$ cat src/design/mcr_pkg.sv
// shared constants for the counter indirect read path
package mcr_pkg;
  // device register map on the management link
  localparam logic [7:0] REG_TABLE_SEL = 8'h79;
  localparam logic [7:0] REG_TRIGGER   = 8'h7a;
  localparam logic [7:0] REG_DATA_TOP  = 8'h80;
  localparam logic [7:0] REG_DATA_B2   = 8'h81;
  localparam logic [7:0] REG_DATA_B1   = 8'h82;
  localparam logic [7:0] REG_DATA_B0   = 8'h83;
  // table select codes
  localparam logic [7:0] SEL_PORT_TABLE = 8'h1c;
  localparam logic [7:0] SEL_DROP_TABLE = 8'h1d;
  // counter layout
  localparam int PORT_COUNT    = 3;
  localparam int CNT_PER_PORT  = 32;
  localparam int PORT_CNT_W    = 30;
  localparam int DROP_COUNT    = 6;
  localparam int DROP_CNT_W    = 16;
  localparam logic [7:0] PORT_BASE_STEP = 8'h20;
  localparam logic [7:0] DROP_TX_FIRST  = 8'h00;
  localparam logic [7:0] DROP_RX_FIRST  = 8'h03;
  localparam int FLAG_OVF_BIT   = 7;
  localparam int FLAG_VALID_BIT = 6;
  localparam int FETCH_CYCLES   = 2;
  localparam logic [7:0] RESET_BYTE = 8'h00;
  // host command registers on the software port
  localparam logic [3:0] HREG_CTRL     = 4'h0;
  localparam logic [3:0] HREG_OFFSET   = 4'h1;
  localparam logic [3:0] HREG_STATUS   = 4'h2;
  localparam logic [3:0] HREG_VALUE    = 4'h3;
  localparam logic [3:0] HREG_INT_STAT = 4'h4;
  localparam logic [3:0] HREG_INT_MASK = 4'h5;
  localparam int CTRL_START_BIT = 0;
  localparam int CTRL_DROP_BIT  = 1;
  localparam int INT_DONE_BIT   = 0;
  localparam int INT_OVF_BIT    = 1;
  localparam int INT_STALE_BIT  = 2;
  localparam int INT_W          = 3;
  // refresh interval the host should keep
  localparam longint POLL_INTERVAL_S  = 30;
  localparam longint CLK_HZ           = 125000000;
  localparam longint POLL_CYCLES      = POLL_INTERVAL_S * CLK_HZ;
endpackage

$ cat src/design/mcr_link_if.sv
// byte-wide management register link between host and device
`timescale 1ns/1ps
interface mcr_link_if;
  logic [7:0] addr;
  logic [7:0] wdata;
  logic       wr;
  logic       rd;
  logic [7:0] rdata;
  modport host (output addr, output wdata, output wr, output rd, input rdata);
  modport dev  (input addr, input wdata, input wr, input rd, output rdata);
endinterface

$ cat src/design/mcr_host.sv
// host end: runs indirect counter reads for software
`timescale 1ns/1ps
module mcr_host
  import mcr_pkg::*;
#(
  parameter longint POLL_LIMIT = POLL_CYCLES
)
(
  input  wire logic        clk,
  input  wire logic        resetn,
  mcr_link_if.host         link,
  input  wire logic [3:0]  swAddr,
  input  wire logic [31:0] swWdata,
  input  wire logic        swWr,
  input  wire logic        swRd,
  output logic [31:0]      swRdata,
  output logic             irq
);
  typedef enum {ST_IDLE, ST_SEL, ST_TRIG, ST_RD, ST_WAIT, ST_CHK, ST_DONE} mcr_state_e;

  mcr_state_e  state_reg;
  logic [7:0]  offset_reg;
  logic        dropMode_reg;
  logic [1:0]  byteIdx_reg;
  logic [1:0]  waitCnt_reg;
  logic [31:0] value_reg;
  logic        lastOvf_reg;
  logic [INT_W-1:0] intStat_reg;
  logic [INT_W-1:0] intMask_reg;
  logic [31:0] swRdata_reg;
  logic        irq_reg;
  logic [63:0] pollCnt_reg;
  logic [7:0]  lAddr_reg;
  logic [7:0]  lWdata_reg;
  logic        lWr_reg;
  logic        lRd_reg;

  wire swCtrlWr  = swWr && (swAddr == HREG_CTRL);
  wire startReq  = swCtrlWr && swWdata[CTRL_START_BIT] && (state_reg == ST_IDLE);
  wire lastByte  = (byteIdx_reg == 2'd3);
  wire flagsByte = !dropMode_reg && (byteIdx_reg == 2'd0);
  wire notValid  = flagsByte && !link.rdata[FLAG_VALID_BIT];
  wire doneEv    = (state_reg == ST_CHK) && !notValid && lastByte;
  wire ovfEv     = doneEv && lastOvf_reg;
  wire staleEv   = (pollCnt_reg == 64'(POLL_LIMIT - 1));
  wire [INT_W-1:0] intSet = {staleEv, ovfEv, doneEv};
  wire [INT_W-1:0] intClr = (swWr && (swAddr == HREG_INT_STAT)) ? swWdata[INT_W-1:0] : '0;
  wire [7:0] rdAddr  = REG_DATA_TOP + {6'h00, byteIdx_reg};
  wire [31:0] rdMux =
    (swAddr == HREG_CTRL)     ? {30'h0, dropMode_reg, 1'b0} :
    (swAddr == HREG_OFFSET)   ? {24'h0, offset_reg} :
    (swAddr == HREG_STATUS)   ? {30'h0, lastOvf_reg, state_reg != ST_IDLE} :
    (swAddr == HREG_VALUE)    ? value_reg :
    (swAddr == HREG_INT_STAT) ? {29'h0, intStat_reg} :
    (swAddr == HREG_INT_MASK) ? {29'h0, intMask_reg} : 32'h0;

  assign link.addr  = lAddr_reg;
  assign link.wdata = lWdata_reg;
  assign link.wr    = lWr_reg;
  assign link.rd    = lRd_reg;
  assign swRdata    = swRdata_reg;
  assign irq        = irq_reg;

  // software registers and interrupt
  always_ff @(posedge clk or negedge resetn)
  begin
    if (!resetn)
    begin
      offset_reg   <= 8'h00;
      dropMode_reg <= 1'b0;
      intStat_reg  <= '0;
      intMask_reg  <= '0;
      swRdata_reg  <= 32'h0;
      irq_reg      <= 1'b0;
    end
    else
    begin
      if (swWr && (swAddr == HREG_OFFSET) && (state_reg == ST_IDLE))
        offset_reg <= swWdata[7:0];
      if (startReq)
        dropMode_reg <= swWdata[CTRL_DROP_BIT];
      if (swWr && (swAddr == HREG_INT_MASK))
        intMask_reg <= swWdata[INT_W-1:0];
      intStat_reg <= (intStat_reg & ~intClr) | intSet;
      swRdata_reg <= swRd ? rdMux : 32'h0;
      irq_reg     <= |(((intStat_reg & ~intClr) | intSet) & intMask_reg);
    end
  end

  // time since last completed read or stale event
  always_ff @(posedge clk or negedge resetn)
  begin
    if (!resetn)
      pollCnt_reg <= 64'h0;
    else if (doneEv || staleEv)
      pollCnt_reg <= 64'h0;
    else
      pollCnt_reg <= pollCnt_reg + 64'h1;
  end

  // link sequencer
  always_ff @(posedge clk or negedge resetn)
  begin
    if (!resetn)
    begin
      state_reg   <= ST_IDLE;
      byteIdx_reg <= 2'd0;
      waitCnt_reg <= 2'd0;
      value_reg   <= 32'h0;
      lastOvf_reg <= 1'b0;
      lAddr_reg   <= 8'h00;
      lWdata_reg  <= 8'h00;
      lWr_reg     <= 1'b0;
      lRd_reg     <= 1'b0;
    end
    else
    begin
      lWr_reg <= 1'b0;
      lRd_reg <= 1'b0;
      unique case (state_reg)
        ST_IDLE:
        begin
          if (startReq)
          begin
            lAddr_reg  <= REG_TABLE_SEL;
            lWdata_reg <= swWdata[CTRL_DROP_BIT] ? SEL_DROP_TABLE : SEL_PORT_TABLE;
            lWr_reg    <= 1'b1;
            state_reg  <= ST_SEL;
          end
        end
        ST_SEL:
        begin
          lAddr_reg  <= REG_TRIGGER;
          lWdata_reg <= offset_reg;
          lWr_reg    <= 1'b1;
          byteIdx_reg <= dropMode_reg ? 2'd2 : 2'd0;
          // drop reads carry no valid flag, so wait out the copy
          waitCnt_reg <= dropMode_reg ? 2'(FETCH_CYCLES) : 2'd0;
          value_reg  <= 32'h0;
          state_reg  <= ST_TRIG;
        end
        ST_TRIG:
        begin
          if (waitCnt_reg != 2'd0)
            waitCnt_reg <= waitCnt_reg - 2'd1;
          else
          begin
            lAddr_reg <= rdAddr;
            lRd_reg   <= 1'b1;
            state_reg <= ST_WAIT;
          end
        end
        ST_RD:
        begin
          lAddr_reg <= rdAddr;
          lRd_reg   <= 1'b1;
          state_reg <= ST_WAIT;
        end
        // answer is registered: it stands the cycle after the read
        ST_WAIT:
          state_reg <= ST_CHK;
        ST_CHK:
        begin
          if (notValid)
            byteIdx_reg <= 2'd0;
          else
          begin
            if (flagsByte)
            begin
              lastOvf_reg <= link.rdata[FLAG_OVF_BIT];
              value_reg   <= {24'h0, 2'b00, link.rdata[5:0]};
            end
            else
              value_reg <= {value_reg[23:0], link.rdata};
            if (dropMode_reg && byteIdx_reg == 2'd2)
              lastOvf_reg <= 1'b0;
            byteIdx_reg <= byteIdx_reg + 2'd1;
          end
          state_reg <= (!notValid && lastByte) ? ST_DONE : ST_RD;
        end
        ST_DONE:
          state_reg <= ST_IDLE;
      endcase
    end
  end
endmodule

$ cat src/flat_wrapper.sv
// flat-port wrapper written by rule: the top's interface ports become plain ports
module mcr_host_flat import mcr_pkg::*;
#(
  parameter longint POLL_LIMIT = POLL_CYCLES
)
  (clk, resetn, swAddr, swWdata, swWr, swRd, swRdata, irq, link_addr, link_wdata, link_wr, link_rd, link_rdata);
  mcr_link_if link_i ();
  input  wire logic clk;
  input  wire logic resetn;
  input  wire logic [3:0] swAddr;
  input  wire logic [31:0] swWdata;
  input  wire logic swWr;
  input  wire logic swRd;
  output logic [31:0] swRdata;
  output logic irq;
  output wire logic [$bits(link_i.addr)-1:0] link_addr;
  output wire logic [$bits(link_i.wdata)-1:0] link_wdata;
  output wire logic [$bits(link_i.wr)-1:0] link_wr;
  output wire logic [$bits(link_i.rd)-1:0] link_rd;
  input wire logic [$bits(link_i.rdata)-1:0] link_rdata;
  assign link_addr = link_i.addr;
  assign link_wdata = link_i.wdata;
  assign link_wr = link_i.wr;
  assign link_rd = link_i.rd;
  assign link_i.rdata = link_rdata;
  mcr_host #(.POLL_LIMIT(POLL_LIMIT)) u_core (.clk(clk), .resetn(resetn), .link(link_i), .swAddr(swAddr), .swWdata(swWdata), .swWr(swWr), .swRd(swRd), .swRdata(swRdata), .irq(irq));
endmodule
$ cat config.mk
export PLATFORM = sky130hd
export DESIGN_NAME = mcr_host_flat
export DESIGN_NICKNAME = d
export VERILOG_FILES = /design/src/design/mcr_pkg.sv /design/src/design/mcr_link_if.sv /design/src/design/mcr_host.sv /design/src/flat_wrapper.sv
export SDC_FILE = /design/constraint.sdc
export NUM_CORES = 1
export LEC_CHECK = 0
export BUFFER_PORTS_ARGS = -buffer_cell sky130_fd_sc_hd__buf_2
export CAP_MARGIN = 20
export CORE_ASPECT_RATIO = 0.7
export CORE_MARGIN = 8
export CORE_UTILIZATION = 45
export DETAILED_ROUTE_END_ITERATION = 10
export GPL_ROUTABILITY_DRIVEN = 0
export GPL_TIMING_DRIVEN = 1
export SLEW_MARGIN = 20
export SYNTH_ARGS = -nofsm -noshare
export SYNTH_HDL_FRONTEND = slang
export SYNTH_SLANG_ARGS = --single-unit
$ cat constraint.sdc
create_clock -name clk -period 3.4 [get_ports clk]
set_input_delay 1.02 -clock clk [delete_from_list [all_inputs] [get_ports clk]]
set_output_delay 1.02 -clock clk [all_outputs]
set_load 0.03 [all_outputs]
Yosys cells after proc, flatten, opt, wreduce, memory -nomap -nowiden
Cells that the tools add are included.
- register bits after elaboration: 199
- bits of input ports: 48
- output and inout port bits: 51
- word-level logic and storage cells: 113
- add/sub/neg operators: 4
- equal/unequal tests: 19
- muxes and demuxes: 33
- bitwise gates (word level): 5
- reduce and logical (&&, ||, !) cells: 36
- operator list (kind ; number):
    32-bit 2-to-1 mux ; 10
    32-bit case mux with 7 select lines ; 1
    32-bit by 3-bit equality test with 1-bit output, second input constant ; 3
    64-bit by 1-bit adder with 64-bit output, second input constant ; 1
    32-bit by 2-bit equality test with 1-bit output, second input constant ; 2
    64-bit by 32-bit equality test with 1-bit output, second input constant ; 1
    32-bit zero test ; 2
    64-bit 2-to-1 mux ; 1
    32-bit case mux with 2 select lines ; 1
    32-bit by 1-bit equality test with 1-bit output, second input constant ; 1
    32-bit by 4-bit equality test with 1-bit output, second input constant ; 1
    8-bit case mux with 4 select lines ; 1
    32-bit nonzero test ; 1
    8-bit 2-to-1 mux ; 3
    8-bit case mux with 2 select lines ; 1
    1-bit logical AND ; 14
    2-bit nonzero test ; 5
    3-bit 2-to-1 mux ; 3
    8-bit by 2-bit adder with 8-bit output, first input constant ; 1
    4-bit by 2-bit equality test with 1-bit output, second input constant ; 2
    4-bit by 3-bit equality test with 1-bit output, second input constant ; 2
    2-bit case mux with 2 select lines ; 2
    2-bit AND reduction ; 4
    3-bit AND ; 2
    19 further kinds ; 32

Logic depth before layout (Yosys ltp)
Gate-level depths: netlist of run 1.
- word-level depth: 10
- mapped depth: 8
- gate-level depth less buffers: 6

Least setup slack after synthesis of run 1
Ideal clock, no wire load.
- path type: input-to-reg
- from: input swAddr[1]
- to: register u_core.lAddr_reg[0] (netlist: u_core.link.addr[0])
- library setup time: 125 ps
- arrival: 2369 ps
- data required time: 3275 ps
- slack: 906 ps
- stages on the path: 5
- buffers on the path: 0
- path through: nor3b_1 -> and3_1 -> o21ai_0 -> a21oi_1 -> mux2_2
- word-level cells in the longest chain between the ends: 6
- ends and longest elaborated chain (what ; RTL line ; RTL):
    start, declared ; flat_wrapper.sv:10 ; input wire logic [3:0] swAddr;
    4-bit zero test ; mcr_host.sv:38 ; wire swCtrlWr = swWr && (swAddr == HREG_CTRL);
    1-bit logical AND ; mcr_host.sv:38 ;
    1-bit logical AND (2 in series) ; mcr_host.sv:39 ; wire startReq = swCtrlWr && swWdata[CTRL_START_BIT] && (state_reg == ST_IDLE);
    2-bit by 1-bit != test with 1-bit output (no line) ; -- ;
    3-bit AND reduction (no line) ; -- ;
    end signal, assigned ; mcr_host.sv:148 ; lAddr_reg <= rdAddr;
    end signal, assigned ; mcr_host.sv:155 ; lAddr_reg <= rdAddr;
    end, declared ; mcr_host.sv:33 ; logic [7:0] lAddr_reg;
Every way passes these cells.
A chain may end at the register's enable or synchronous reset.

Final worst setup path of run 1
- from: register u_core.pollCnt_reg[2]
- to: register u_core.pollCnt_reg[55]
- word-level cells in the longest chain between the ends: 3
- elaborated cells between the ends (all ways): 4
- classes of those cells: 1 x add/sub; 1 x eq/ne; 1 x mux; 1 x reduce/logical
- ends and longest elaborated chain (what ; RTL line ; RTL):
    start, declared ; mcr_host.sv:32 ; logic [63:0] pollCnt_reg;
    start signal, assigned ; mcr_host.sv:98 ; pollCnt_reg <= pollCnt_reg + 64'h1;
    parallel branches: the longest is 2 deep, another holds 64-bit by 1-bit adder with 64-bit output ; -- ;
    64-bit 2-to-1 mux * ; mcr_host.sv:95 ; else if (doneEv || staleEv)
Every way passes the cells marked *.

==> key figures, run 1 <==
Placed design
  • Placed cell count: about 1000
  • DP HPWL: around 12000 µm
  • Port-buffer cells: between 70 and 80

Critical path
  • Max incr delay on CP: 570 ps
  • Levels on crit path: 5
  • Crit. End Element: flip-flop
  • Crit path cell chain: and3_1 > and4_1 > nand4_1 > or4_1 > a21oi_1
  • CP required: roughly 3800 ps
  • Crit-path max FO: 13
  • CP top delay family: simple AND/OR/NAND/NOR gates
  • Buf/Inv on CP: 0
  • Critical Path AT: approximately 2800 ps
  • CP max stage cell: or4_1
  • Startpoint types: flip-flop
  • Cells on worst reg2reg path: 5
  • Critical path class: flip-flop to flip-flop

Floorplan
  • Core area: 16400 µm²
  • Die ar.: ~21000 µm²
  • # IOs: 99
  • FP Rows: 39
  • Starting Density: 46.3%
  • Die W: between 150 and 200 µm
  • Die Span Y: between 100 and 150 µm

Clock tree
  • Resized Gates After CTS: 0
  • Sinks on Clock Net: roughly 170
  • Cts hold-fix bufs: 0
  • Clk Latency, worst-skew pair: approximately 430 ps
  • Clk Tree Root Cell: clkbuf_16
  • Max clock buf depth: 2
  • CTS Buf Count: 17
  • CTS tree: done
  • CTS clk-pin slew, worst paths: 70 ps
  • Postcts setup bufs: 0
  • H-tree depth: 4

Pwr
  • Leakage: roughly 4.1 nW
  • Maximum vdd drop: 0.413 mV
  • Pwr Density: 617 nW/µm²

Synth
  • #FFs+latches synth: 166
  • Syn. warnings: 0
  • Async S/R FF share, synth: 100%
  • Number of flops mapped to enable cells by yosys: 0
  • Synth Area per Inst: roughly 10 µm²
  • Synth Instances: between 700 and 800
  • Primary FF master, synth: dfrtp_1
  • Yosys top cell area share: between 50% and 60%
  • Synth top area cells: dfrtp_1 (55%), a22o_1 (3.5%), nor2_1 (2.9%), a21oi_1 (2.8%), nand2_1 (2.8%)
  • Mapped Nets: ~780
  • Area of the mapped netlist: 7590 µm²
  • Sequential share of the synthesized area: 54.7%
  • Synth area leader: dfrtp_1
  • Yosys cell types: 54

Drt
  • Antenna viol nets, final: 0
  • Vias per cell: ~5.6
  • Detailed Route Iter0 Violations: just under 500
  • Total wire length: around 18000 µm
  • Via Count: ~5800
  • Drt wl/cell: between 15 and 20 µm
  • Drt drc: 0
  • First drt pass iteration count: 5

Finish
  • Largest register FFs: 64
  • Layout Cells excl Fill: just over 1000
  • Most frequent cells in the layout: dfrtp_1 (166), buf_2 (72), nor2_1 (58)
  • Antenna diode count: 0
  • Most common cell after layout, fill and taps aside: dfrtp_1
  • Nets@finish: approximately 850
  • Share of cells above drive strength 1: 18.5%
  • Syn-to-layout area delta: 15.4%

Global routing
  • Antenna violations before repair: 1
  • Global route overflow: 0
  • Largest net degree at the start of global routing: roughly 100
  • First-pass GRT wire length: around 29000 µm
  • Global-route usage over all layers: approximately 17%
  • Vias in the first global route: 5546

STA
  • Setup Skew: about 8.6 ps
  • Final Cycle Share: between 70% and 80%
  • Final setup fails: 0
  • Fin. Hold Viols: 0
  • Fmax: ~400 MHz
  • Relative slew slack: 47.6%
  • Setup TNS: 0 ps
  • Slew Viols, Final: 0
  • Slew @ Worst Pin: between 700 and 800 ps
  • Fin crit period: about 2500 ps
  • RSZ-0062 raised after global routing: no

Run status
  • Status: finished clean

Hold path
  • Worst hold path class: primary input to asynchronous set/reset pin

Flow run
  • Max Cap Viol: 0
==> worst reg2reg max path, delay by kind of cell, from the launching register on <==
kind,cells,cell delay [ps]
compound gates,1,160
flops,1,430
simple gates,4,1820
==> cells in the mapped netlist, drive strengths merged (2+ instances only) <==
cell,count
nor3,5
or4,9
mux2,15
or2,2
buf,17
nand2b,4
dfrtp,166
nand4,26
ha,6
nand2,58
and4,7
a21oi,43
nand4b,4
clkbuf,18
inv,21
nor2b,3
mux2i,8
xor2,22
o21ai,42
nand3,42
o22ai,2
o31ai,10
or3,21
a31oi,3
nor2,60
and2,29
and3,15
a22o,30
nor4b,4
a211oi,2
nor4,17
xnor2,8
==> area by class of cell <==
cell class / count / area (µm²)
flip-flops and latches: 166 / 4150
fillers: 1513 / 7630
well taps: 225 / 282
repair buffers: 83 / 472
inverters: 21 / 78.8
clock inverters: 15 / 151
clock buffers: 17 / 425
multi-input cells: 508 / 3200
==> power by group <==
| group | switching, mW | internal (mW) | leakage, nW |
|---|---|---|---|
| registers | 0.271 | 2.23 | 2.26 |
| logic | 0.650 | 0.379 | 1.58 |
| clock network | 0.895 | 0.982 | 0.280 |
==> metrics by stage <==
stage                     instance area (µm²)  hold slack [ps]  total power [mW]  worst slack [ps]  utilization (%)
final                                    8760              431              5.41               920             53.5
after global routing                     8760              425              5.69               728             53.5
after CTS                                8760              425              5.46               916             53.5
after detailed placement                 8190              457              3.57               536             49.9
after global placement                   8190              441              3.53               589             49.9
after floorplan                          7590              425              3.19               906                -
==> logic make-up after synthesis <==
| logic type | count (synthesis) | synth area share [%] |
|---|---|---|
| and+or+nand+nor | 309 | 22.9 |
| muxes | 23 | 3.28 |
| xor gates and xnor gates | 30 | 3.46 |
| other | 1 | 0.0494 |
| buffers and inverters | 56 | 3.25 |
| adders and majority gates | 6 | 0.988 |
| AOI/OAI and AO/OA | 139 | 11.4 |
| DFF | 166 | 54.7 |
==> final timing paths <==
check | startpoint | slack (ps) | endpoint
setup / recovery | u_core.pollCnt_reg[2]$_DFF_PN0_ | 920 | u_core.pollCnt_reg[55]$_DFF_PN0_
hold / removal | resetn | 430 | u_core.pollCnt_reg[3]$_DFF_PN0_
hold reg to reg | u_core.pollCnt_reg[0]$_DFF_PN0_ | 470 | u_core.pollCnt_reg[0]$_DFF_PN0_
max in group asynchronous | resetn | 2130 | u_core.pollCnt_reg[56]$_DFF_PN0_
setup reg to reg | u_core.pollCnt_reg[2]$_DFF_PN0_ | 920 | u_core.pollCnt_reg[55]$_DFF_PN0_
min in group clk | u_core.pollCnt_reg[0]$_DFF_PN0_ | 470 | u_core.pollCnt_reg[0]$_DFF_PN0_
==> routing by layer <==
metal	part of all wire [%]	global-route usage, %	wire length (µm)
met4	0.41	3.93	73
met1	52	26.4	9140
met2	42	22.7	7370
met3	6.2	4.97	1090
met5	0.068	0	12
No activity file was read; power rests on OpenSTA's default activity.
==> run 2: changes to the inputs <==
--- a/config.mk
+++ b/config.mk
@@ -5,6 +5,7 @@
 export SDC_FILE = /design/constraint.sdc
 export NUM_CORES = 1
 export LEC_CHECK = 0
+export ABC_AREA = 1
 export BUFFER_PORTS_ARGS = -buffer_cell sky130_fd_sc_hd__buf_2
 export CAP_MARGIN = 20
 export CORE_ASPECT_RATIO = 0.7
==> constraint.sdc (replaced) <==
create_clock -name clk -period 2.4 [get_ports clk]
set_input_delay 0.72 -clock clk [delete_from_list [all_inputs] [get_ports clk]]
set_output_delay 0.72 -clock clk [all_outputs]
set_load 0.03 [all_outputs]
==> key figures, run 2 <==
Critical path
  • Crit path cell chain: inv_2 > nand2_1 > nor2_1 > inv_2 > nand2_1 > buf_4 > nand3_1 > o21ai_0
  • Max incr delay on CP: ~440 ps
  • CP required: 2750 ps
  • Startpoint types: flip-flop
  • Critical Path AT: 2280 ps
  • Crit-path max FO: 38
  • CP max stage cell: dfrtp_1
  • Critical Path Start: u_core.state_reg[1]$_DFFE_PN0P_
  • Critical R2R Launch: u_core.state_reg[1]$_DFFE_PN0P_
  • Crit. End Element: flip-flop
  • Critical path class: flip-flop to flip-flop

STA
  • Setup Skew: 10.3 ps
  • Setup TNS: 0 ps
  • Fmax: ~520 MHz
  • Fin. Hold Viols: 0
  • Final Cycle Share: between 80% and 90%
  • Final setup fails: 0
  • RSZ-0062 raised after global routing: no
  • Slew Viols, Final: 0
  • Fin crit period: 1920 ps

Clock tree
  • Max clock buf depth: 2
  • Resized Gates After CTS: 0
  • Postcts setup bufs: 0
  • Clk Tree Root Cell: clkbuf_16
  • Cts hold-fix bufs: 0
  • CTS Buf Count: 17
  • Sinks on Clock Net: ~170
  • Clk Latency, worst-skew pair: ~440 ps
  • H-tree depth: 4
  • CTS tree: done
  • CTS clk-pin slew, worst paths: approximately 70 ps

Floorplan
  • FP Rows: just over 40
  • Die Span Y: 129 µm
  • Die W: between 150 and 200 µm
  • Starting Density: a little under half
  • # IOs: 99
  • Core area: between 15000 and 20000 µm²
  • Die ar.: around 23000 µm²

Synth
  • Yosys cell types: 35
  • Synth Instances: 1055
  • Async S/R FF share, synth: 100%
  • Most common cell in the synthesized netlist: nand2_1
  • Mapped Nets: 1109
  • Syn. warnings: 0
  • Synth area leader: dfrtp_1
  • Number of flops mapped to enable cells by yosys: 0
  • Sequential share of the synthesized area: about half
  • Synth Area per Inst: a little under 8 µm²
  • Post-synth top cells: nand2_1 (286), nor2_1 (251), dfrtp_1 (166)
  • #FFs+latches synth: 166
  • Synth top area cells: dfrtp_1 (50%), nand2_1 (13%), nor2_1 (11%), inv_1 (4.5%), nand3_1 (2.7%)
  • Primary FF master, synth: dfrtp_1
  • Area of the mapped netlist: between 8000 and 9000 µm²
  • Yosys top cell area share: 50.4%

Drt
  • Drt drc: 0
  • Vias per cell: 5.07
  • Detailed Route Iter0 Violations: between 600 and 700
  • Antenna viol nets, final: 0
  • Total wire length: about 22000 µm
  • Via Count: approximately 7000
  • Drt wl/cell: ~16 µm
  • First drt pass iteration count: 5

Placed design
  • Port-buffer cells: 73
  • DP HPWL: between 15000 and 20000 µm
  • Placed cell count: 1357

Hold path
  • Worst hold path class: primary input to asynchronous set/reset pin

Pwr
  • Maximum vdd drop: roughly 0.85 mV
  • Pwr Density: ~840 nW/µm²
  • Leakage: between 4 and 5 nW

Global routing
  • Vias in the first global route: around 6600
  • Largest net degree at the start of global routing: 70
  • Antenna violations before repair: 0
  • First-pass GRT wire length: ~36000 µm
  • Global-route usage over all layers: approximately a fifth
  • Global route overflow: 0

Finish
  • Syn-to-layout area delta: 15.8%
  • Nets@finish: 1194
  • Antenna diode count: 0
  • Layout Cells excl Fill: 1389
  • Largest register FFs: 64
  • Share of cells above drive strength 1: between 10% and 20%
  • Most frequent cells in the layout: nand2_1 (286), nor2_1 (251), dfrtp_1 (166)
  • Most common cell after layout, fill and taps aside: nand2_1

Run status
  • Status: finished clean

Flow run
  • Max Cap Viol: 0
-- run 2: cell count changes in the layout (fill, tap and decap cells not counted), sizes merged, moves of 29 or more --
cell / change
nor2: +203
a21oi: -30
a22o: -30
inv: +76
and2: -29
nand2: +233
-- run 2: logic make-up after synthesis --
| kind of cell | share of synthesized area, % |
|---|---|
| and+or+nand+nor | 31.0 |
| other | 0.0455 |
| adders and majority gates | 0.912 |
| buffers and inverters | 6.47 |
| DFF | 50.4 |
| muxes | 0.820 |
| xor gates and xnor gates | 3.19 |
| AOI/OAI and AO/OA | 7.08 |
-- run 2: worst max-delay path: cells and delay by family (launching register included) --
family / cells / cell delay (ps)
and+or+nand+nor: 4 / 620
buffers and inverters: 3 / 660
DFF: 1 / 440
AOI/OAI and AO/OA: 1 / 100
-- run 2: layout make-up --
type                       count  area [µm²]
clock buffer                  17         425
clock inverter                15         199
fill                        1771        8420
inverter                     101         379
multi-input combinational    766        3550
sequential                   166        4150
tap                          236         295
timing repair buffer          88         534
-- run 2: power breakdown --
group	internal (mW)	switching, mW	total, mW
registers	3.17	0.303	3.47
clock network	1.51	1.35	2.86
logic	0.548	1.17	1.72
-- run 2: worst paths after layout --
| check | end | slack, ps | cells after the start |
|---|---|---|---|
| min | u_core.pollCnt_reg[63]$_DFF_PN0_ | 170 | 1 |
| max | u_core.value_reg[3]$_DFFE_PN0P_ | 480 | 8 |
| max in group asynchronous | u_core.swRdata[31]$_DFF_PN0_ | 1560 | 2 |
| min in group clk | u_core.offset_reg[7]$_DFFE_PN0P_ | 480 | 3 |
| min reg2reg | u_core.swRdata[28]$_DFF_PN0_ | 490 | 2 |
| max reg2reg | u_core.value_reg[3]$_DFFE_PN0P_ | 480 | 8 |
-- run 2: per-layer routing --
metal,share of wire [%],wire [µm],vias up,GRT usage [%]
met5,0,0,-,0
met4,1.2,263,0,5.72
met3,7.9,1750,20,4.71
met2,38,8350,217,25.3
met1,53,11700,3296,31.7
li1,-,-,3512,-
-- run 2: through the flow --
stage | setup slack [ps] | util (%) | cell area, µm² | power [mW] | hold slack (ps)
2_1_floorplan | 661 | - | 8240 | 4.71 | 424
3_3_place_gp | 380 | 49.6 | 8910 | 5.22 | 469
3_5_place_dp | 352 | 49.6 | 8910 | 5.26 | 476
4_1_cts | 477 | 53.1 | 9540 | 8.13 | 171
5_1_grt | 277 | 53.1 | 9540 | 8.49 | 193
6_report | 478 | 53.1 | 9540 | 8.05 | 170
==> run 3: changes to the inputs <==
--- a/config.mk
+++ b/config.mk
@@ -5,7 +5,7 @@
 export SDC_FILE = /design/constraint.sdc
 export NUM_CORES = 1
 export LEC_CHECK = 0
-export ABC_AREA = 1
+export ABC_AREA = 0
 export BUFFER_PORTS_ARGS = -buffer_cell sky130_fd_sc_hd__buf_2
 export CAP_MARGIN = 20
 export CORE_ASPECT_RATIO = 0.7
@@ -14,6 +14,7 @@
 export DETAILED_ROUTE_END_ITERATION = 10
 export GPL_ROUTABILITY_DRIVEN = 0
 export GPL_TIMING_DRIVEN = 1
+export PLACE_DENSITY = 0.67
 export SLEW_MARGIN = 20
 export SYNTH_ARGS = -nofsm -noshare
 export SYNTH_HDL_FRONTEND = slang
==> constraint.sdc (replaced) <==
create_clock -name clk -period 1.6 [get_ports clk]
set_input_delay 0.48 -clock clk [delete_from_list [all_inputs] [get_ports clk]]
set_output_delay 0.48 -clock clk [all_outputs]
set_load 0.03 [all_outputs]
==> key figures, run 3 (synthesis results as in run 1) <==
Critical path
  • Reg-to-reg setup timing slack: -430 ps
  • Crit path cell chain: nor4b_2 > buf_4 > nand4_1 > nor4b_4 > a22o_4 > buf_12 > clkbuf_16 > nor2_1
  • Critical Path AT: ~2300 ps
  • CP top delay family: simple AND/OR/NAND/NOR gates
  • Cells on worst reg2reg path: 8
  • Crit. End Element: flip-flop
  • CP required: around 1900 ps
  • Critical path class: flip-flop to flip-flop
  • Reg-to-reg endpoint: u_core.pollCnt_reg[14]$_DFF_PN0_
  • Critical R2R Launch: u_core.pollCnt_reg[62]$_DFF_PN0_
  • Buf/Inv on CP: 3
  • CP max stage cell: dfrtp_1
  • Levels on crit path: 8
  • Crit-path max FO: 12
  • Max incr delay on CP: around 400 ps
  • Startpoint types: flip-flop

Global routing
  • Largest net degree at the start of global routing: 37
  • Vias in the first global route: around 6700
  • First-pass GRT wire length: 34600 µm
  • Global-route usage over all layers: between 20 and 25%
  • Antenna violations before repair: 0
  • Global route overflow: 0

Finish
  • Most frequent cells in the layout: dfrtp_1 (166), buf_4 (149), buf_2 (72)
  • Nets@finish: roughly 1000
  • Antenna diode count: 0
  • Most common cell after layout, fill and taps aside: dfrtp_1
  • Final instance area: 10700 µm²
  • Largest register FFs: 64
  • Syn-to-layout area delta: 40.9%
  • Share of cells above drive strength 1: between 30% and 40%

Clock tree
  • CTS clk-pin slew, worst paths: approximately 70 ps
  • H-tree depth: 4
  • Clk Latency, worst-skew pair: around 430 ps
  • Clk Tree Root Cell: clkbuf_16
  • CTS Buf Count: 17
  • Max clock buf depth: 2
  • CTS tree: done
  • Sinks on Clock Net: between 150 and 200

Floorplan
  • Starting Density: between 40 and 50%
  • Core area: 16400 µm²
  • # IOs: slightly below 100
  • Die W: between 150 and 200 µm
  • FP Rows: 39
  • Die Span Y: roughly 120 µm
  • Die ar.: approximately 21000 µm²

Hold path
  • Worst hold path class: primary input to flip-flop
  • Hold path depth: 3
  • Hold path startpoint: link_rdata[3]
  • Hold Path Sink: u_core.value_reg[3]$_DFFE_PN0P_

Drt
  • Total wire length: 22400 µm
  • Drt drc: 0
  • Drt wl/cell: around 19 µm
  • First drt pass iteration count: 5
  • Vias per cell: ~5.6
  • Antenna viol nets, final: 0
  • Detailed Route Iter0 Violations: 611
  • Via Count: slightly below 7000

Run status
  • Failing checks: negative setup slack
  • Status: complete, but fails checks

Placed design
  • DP Area: between 9000 and 10000 µm²
  • Post-Place Setup Slack: -504 ps
  • DP HPWL: ~15000 µm
  • Port-buffer cells: 73

STA
  • Final setup fails: 94
  • Fin crit period: about 2000 ps
  • RSZ-0062 raised after global routing: yes
  • Setup ws final: -426 ps
  • Fin. Hold Viols: 0
  • Slew Viols, Final: 0
  • Final Cycle Share: 127%
  • Fmax: roughly 490 MHz
  • Setup TNS: -27180 ps
  • Setup Skew: approximately 9.8 ps

Pwr
  • Pwr Density: approximately 1200 nW/µm²
  • Maximum vdd drop: 0.952 mV
  • Leakage: slightly above 5 nW

Flow run
  • Max Cap Viol: 0
## run 3: worst max-delay path by stage
stage / startpoint / endpoint / slack [ps]
after floorplan: u_core.pollCnt_reg[23]$_DFF_PN0_ / u_core.pollCnt_reg[58]$_DFF_PN0_ / -280
after global placement: u_core.pollCnt_reg[9]$_DFF_PN0_ / u_core.pollCnt_reg[57]$_DFF_PN0_ / -430
after detailed placement: u_core.pollCnt_reg[27]$_DFF_PN0_ / u_core.pollCnt_reg[43]$_DFF_PN0_ / -500
after CTS: u_core.pollCnt_reg[9]$_DFF_PN0_ / u_core.pollCnt_reg[61]$_DFF_PN0_ / -420
after global routing: u_core.pollCnt_reg[15]$_DFF_PN0_ / u_core.pollCnt_reg[34]$_DFF_PN0_ / -510
final: u_core.pollCnt_reg[62]$_DFF_PN0_ / u_core.pollCnt_reg[14]$_DFF_PN0_ / -430
## run 3: area by class of cell
type,count,area [µm²]
clock inverter,15,164
fill,1255,5700
tap,225,282
clock buffer,17,425
inverter,21,78.8
timing repair buffer,252,2060
sequential,166,4150
multi-input combinational,508,3540
## run 3: report_power, final
group / switching, mW / internal (mW) / leakage [nW]
Sequential: 0.460 / 4.75 / 2.26
Combinational: 1.83 / 1.52 / 2.58
Clock: 1.90 / 2.22 / 0.285
## run 3: repair_timing
action / 4_1_cts / 5_1_grt
hold endpoints to repair: 25 / 0
buffers inserted: 11 / 6
hold buffers: 1 / 0
resized for setup: 16 / 45
setup endpoints to repair: 96 / 111
cloned: 4 / 7
pin swaps: 11 / 6
## run 3: worst reg2reg max path, cell delays in order, from the launching register on
cell and delay (ps):
dfrtp_1 400, nor4b_2 290, buf_4 150, nand4_1 130, nor4b_4 380, a22o_4 200
buf_12 150, clkbuf_16 170, nor2_1 50
## run 3: stage by stage
stage	hold slack (ps)	power (mW)	std cells	utilization (%)
6_report	262	12.7	1204	65.3
5_1_grt	260	13.3	1204	65.3
4_1_cts	248	12.3	1191	63.0
3_5_place_dp	405	8.13	1144	57.7
3_3_place_gp	403	8.01	1144	57.7
2_1_floorplan	184	6.87	730	-
## run 3: metal layers
layer	vias up	wire, µm	GRT usage (%)
met1	3360	10000	28.2
met2	278	10300	30.6
li1	3111	-	-
met5	-	0	0
met4	0	370	6.73
met3	30	1700	4.91
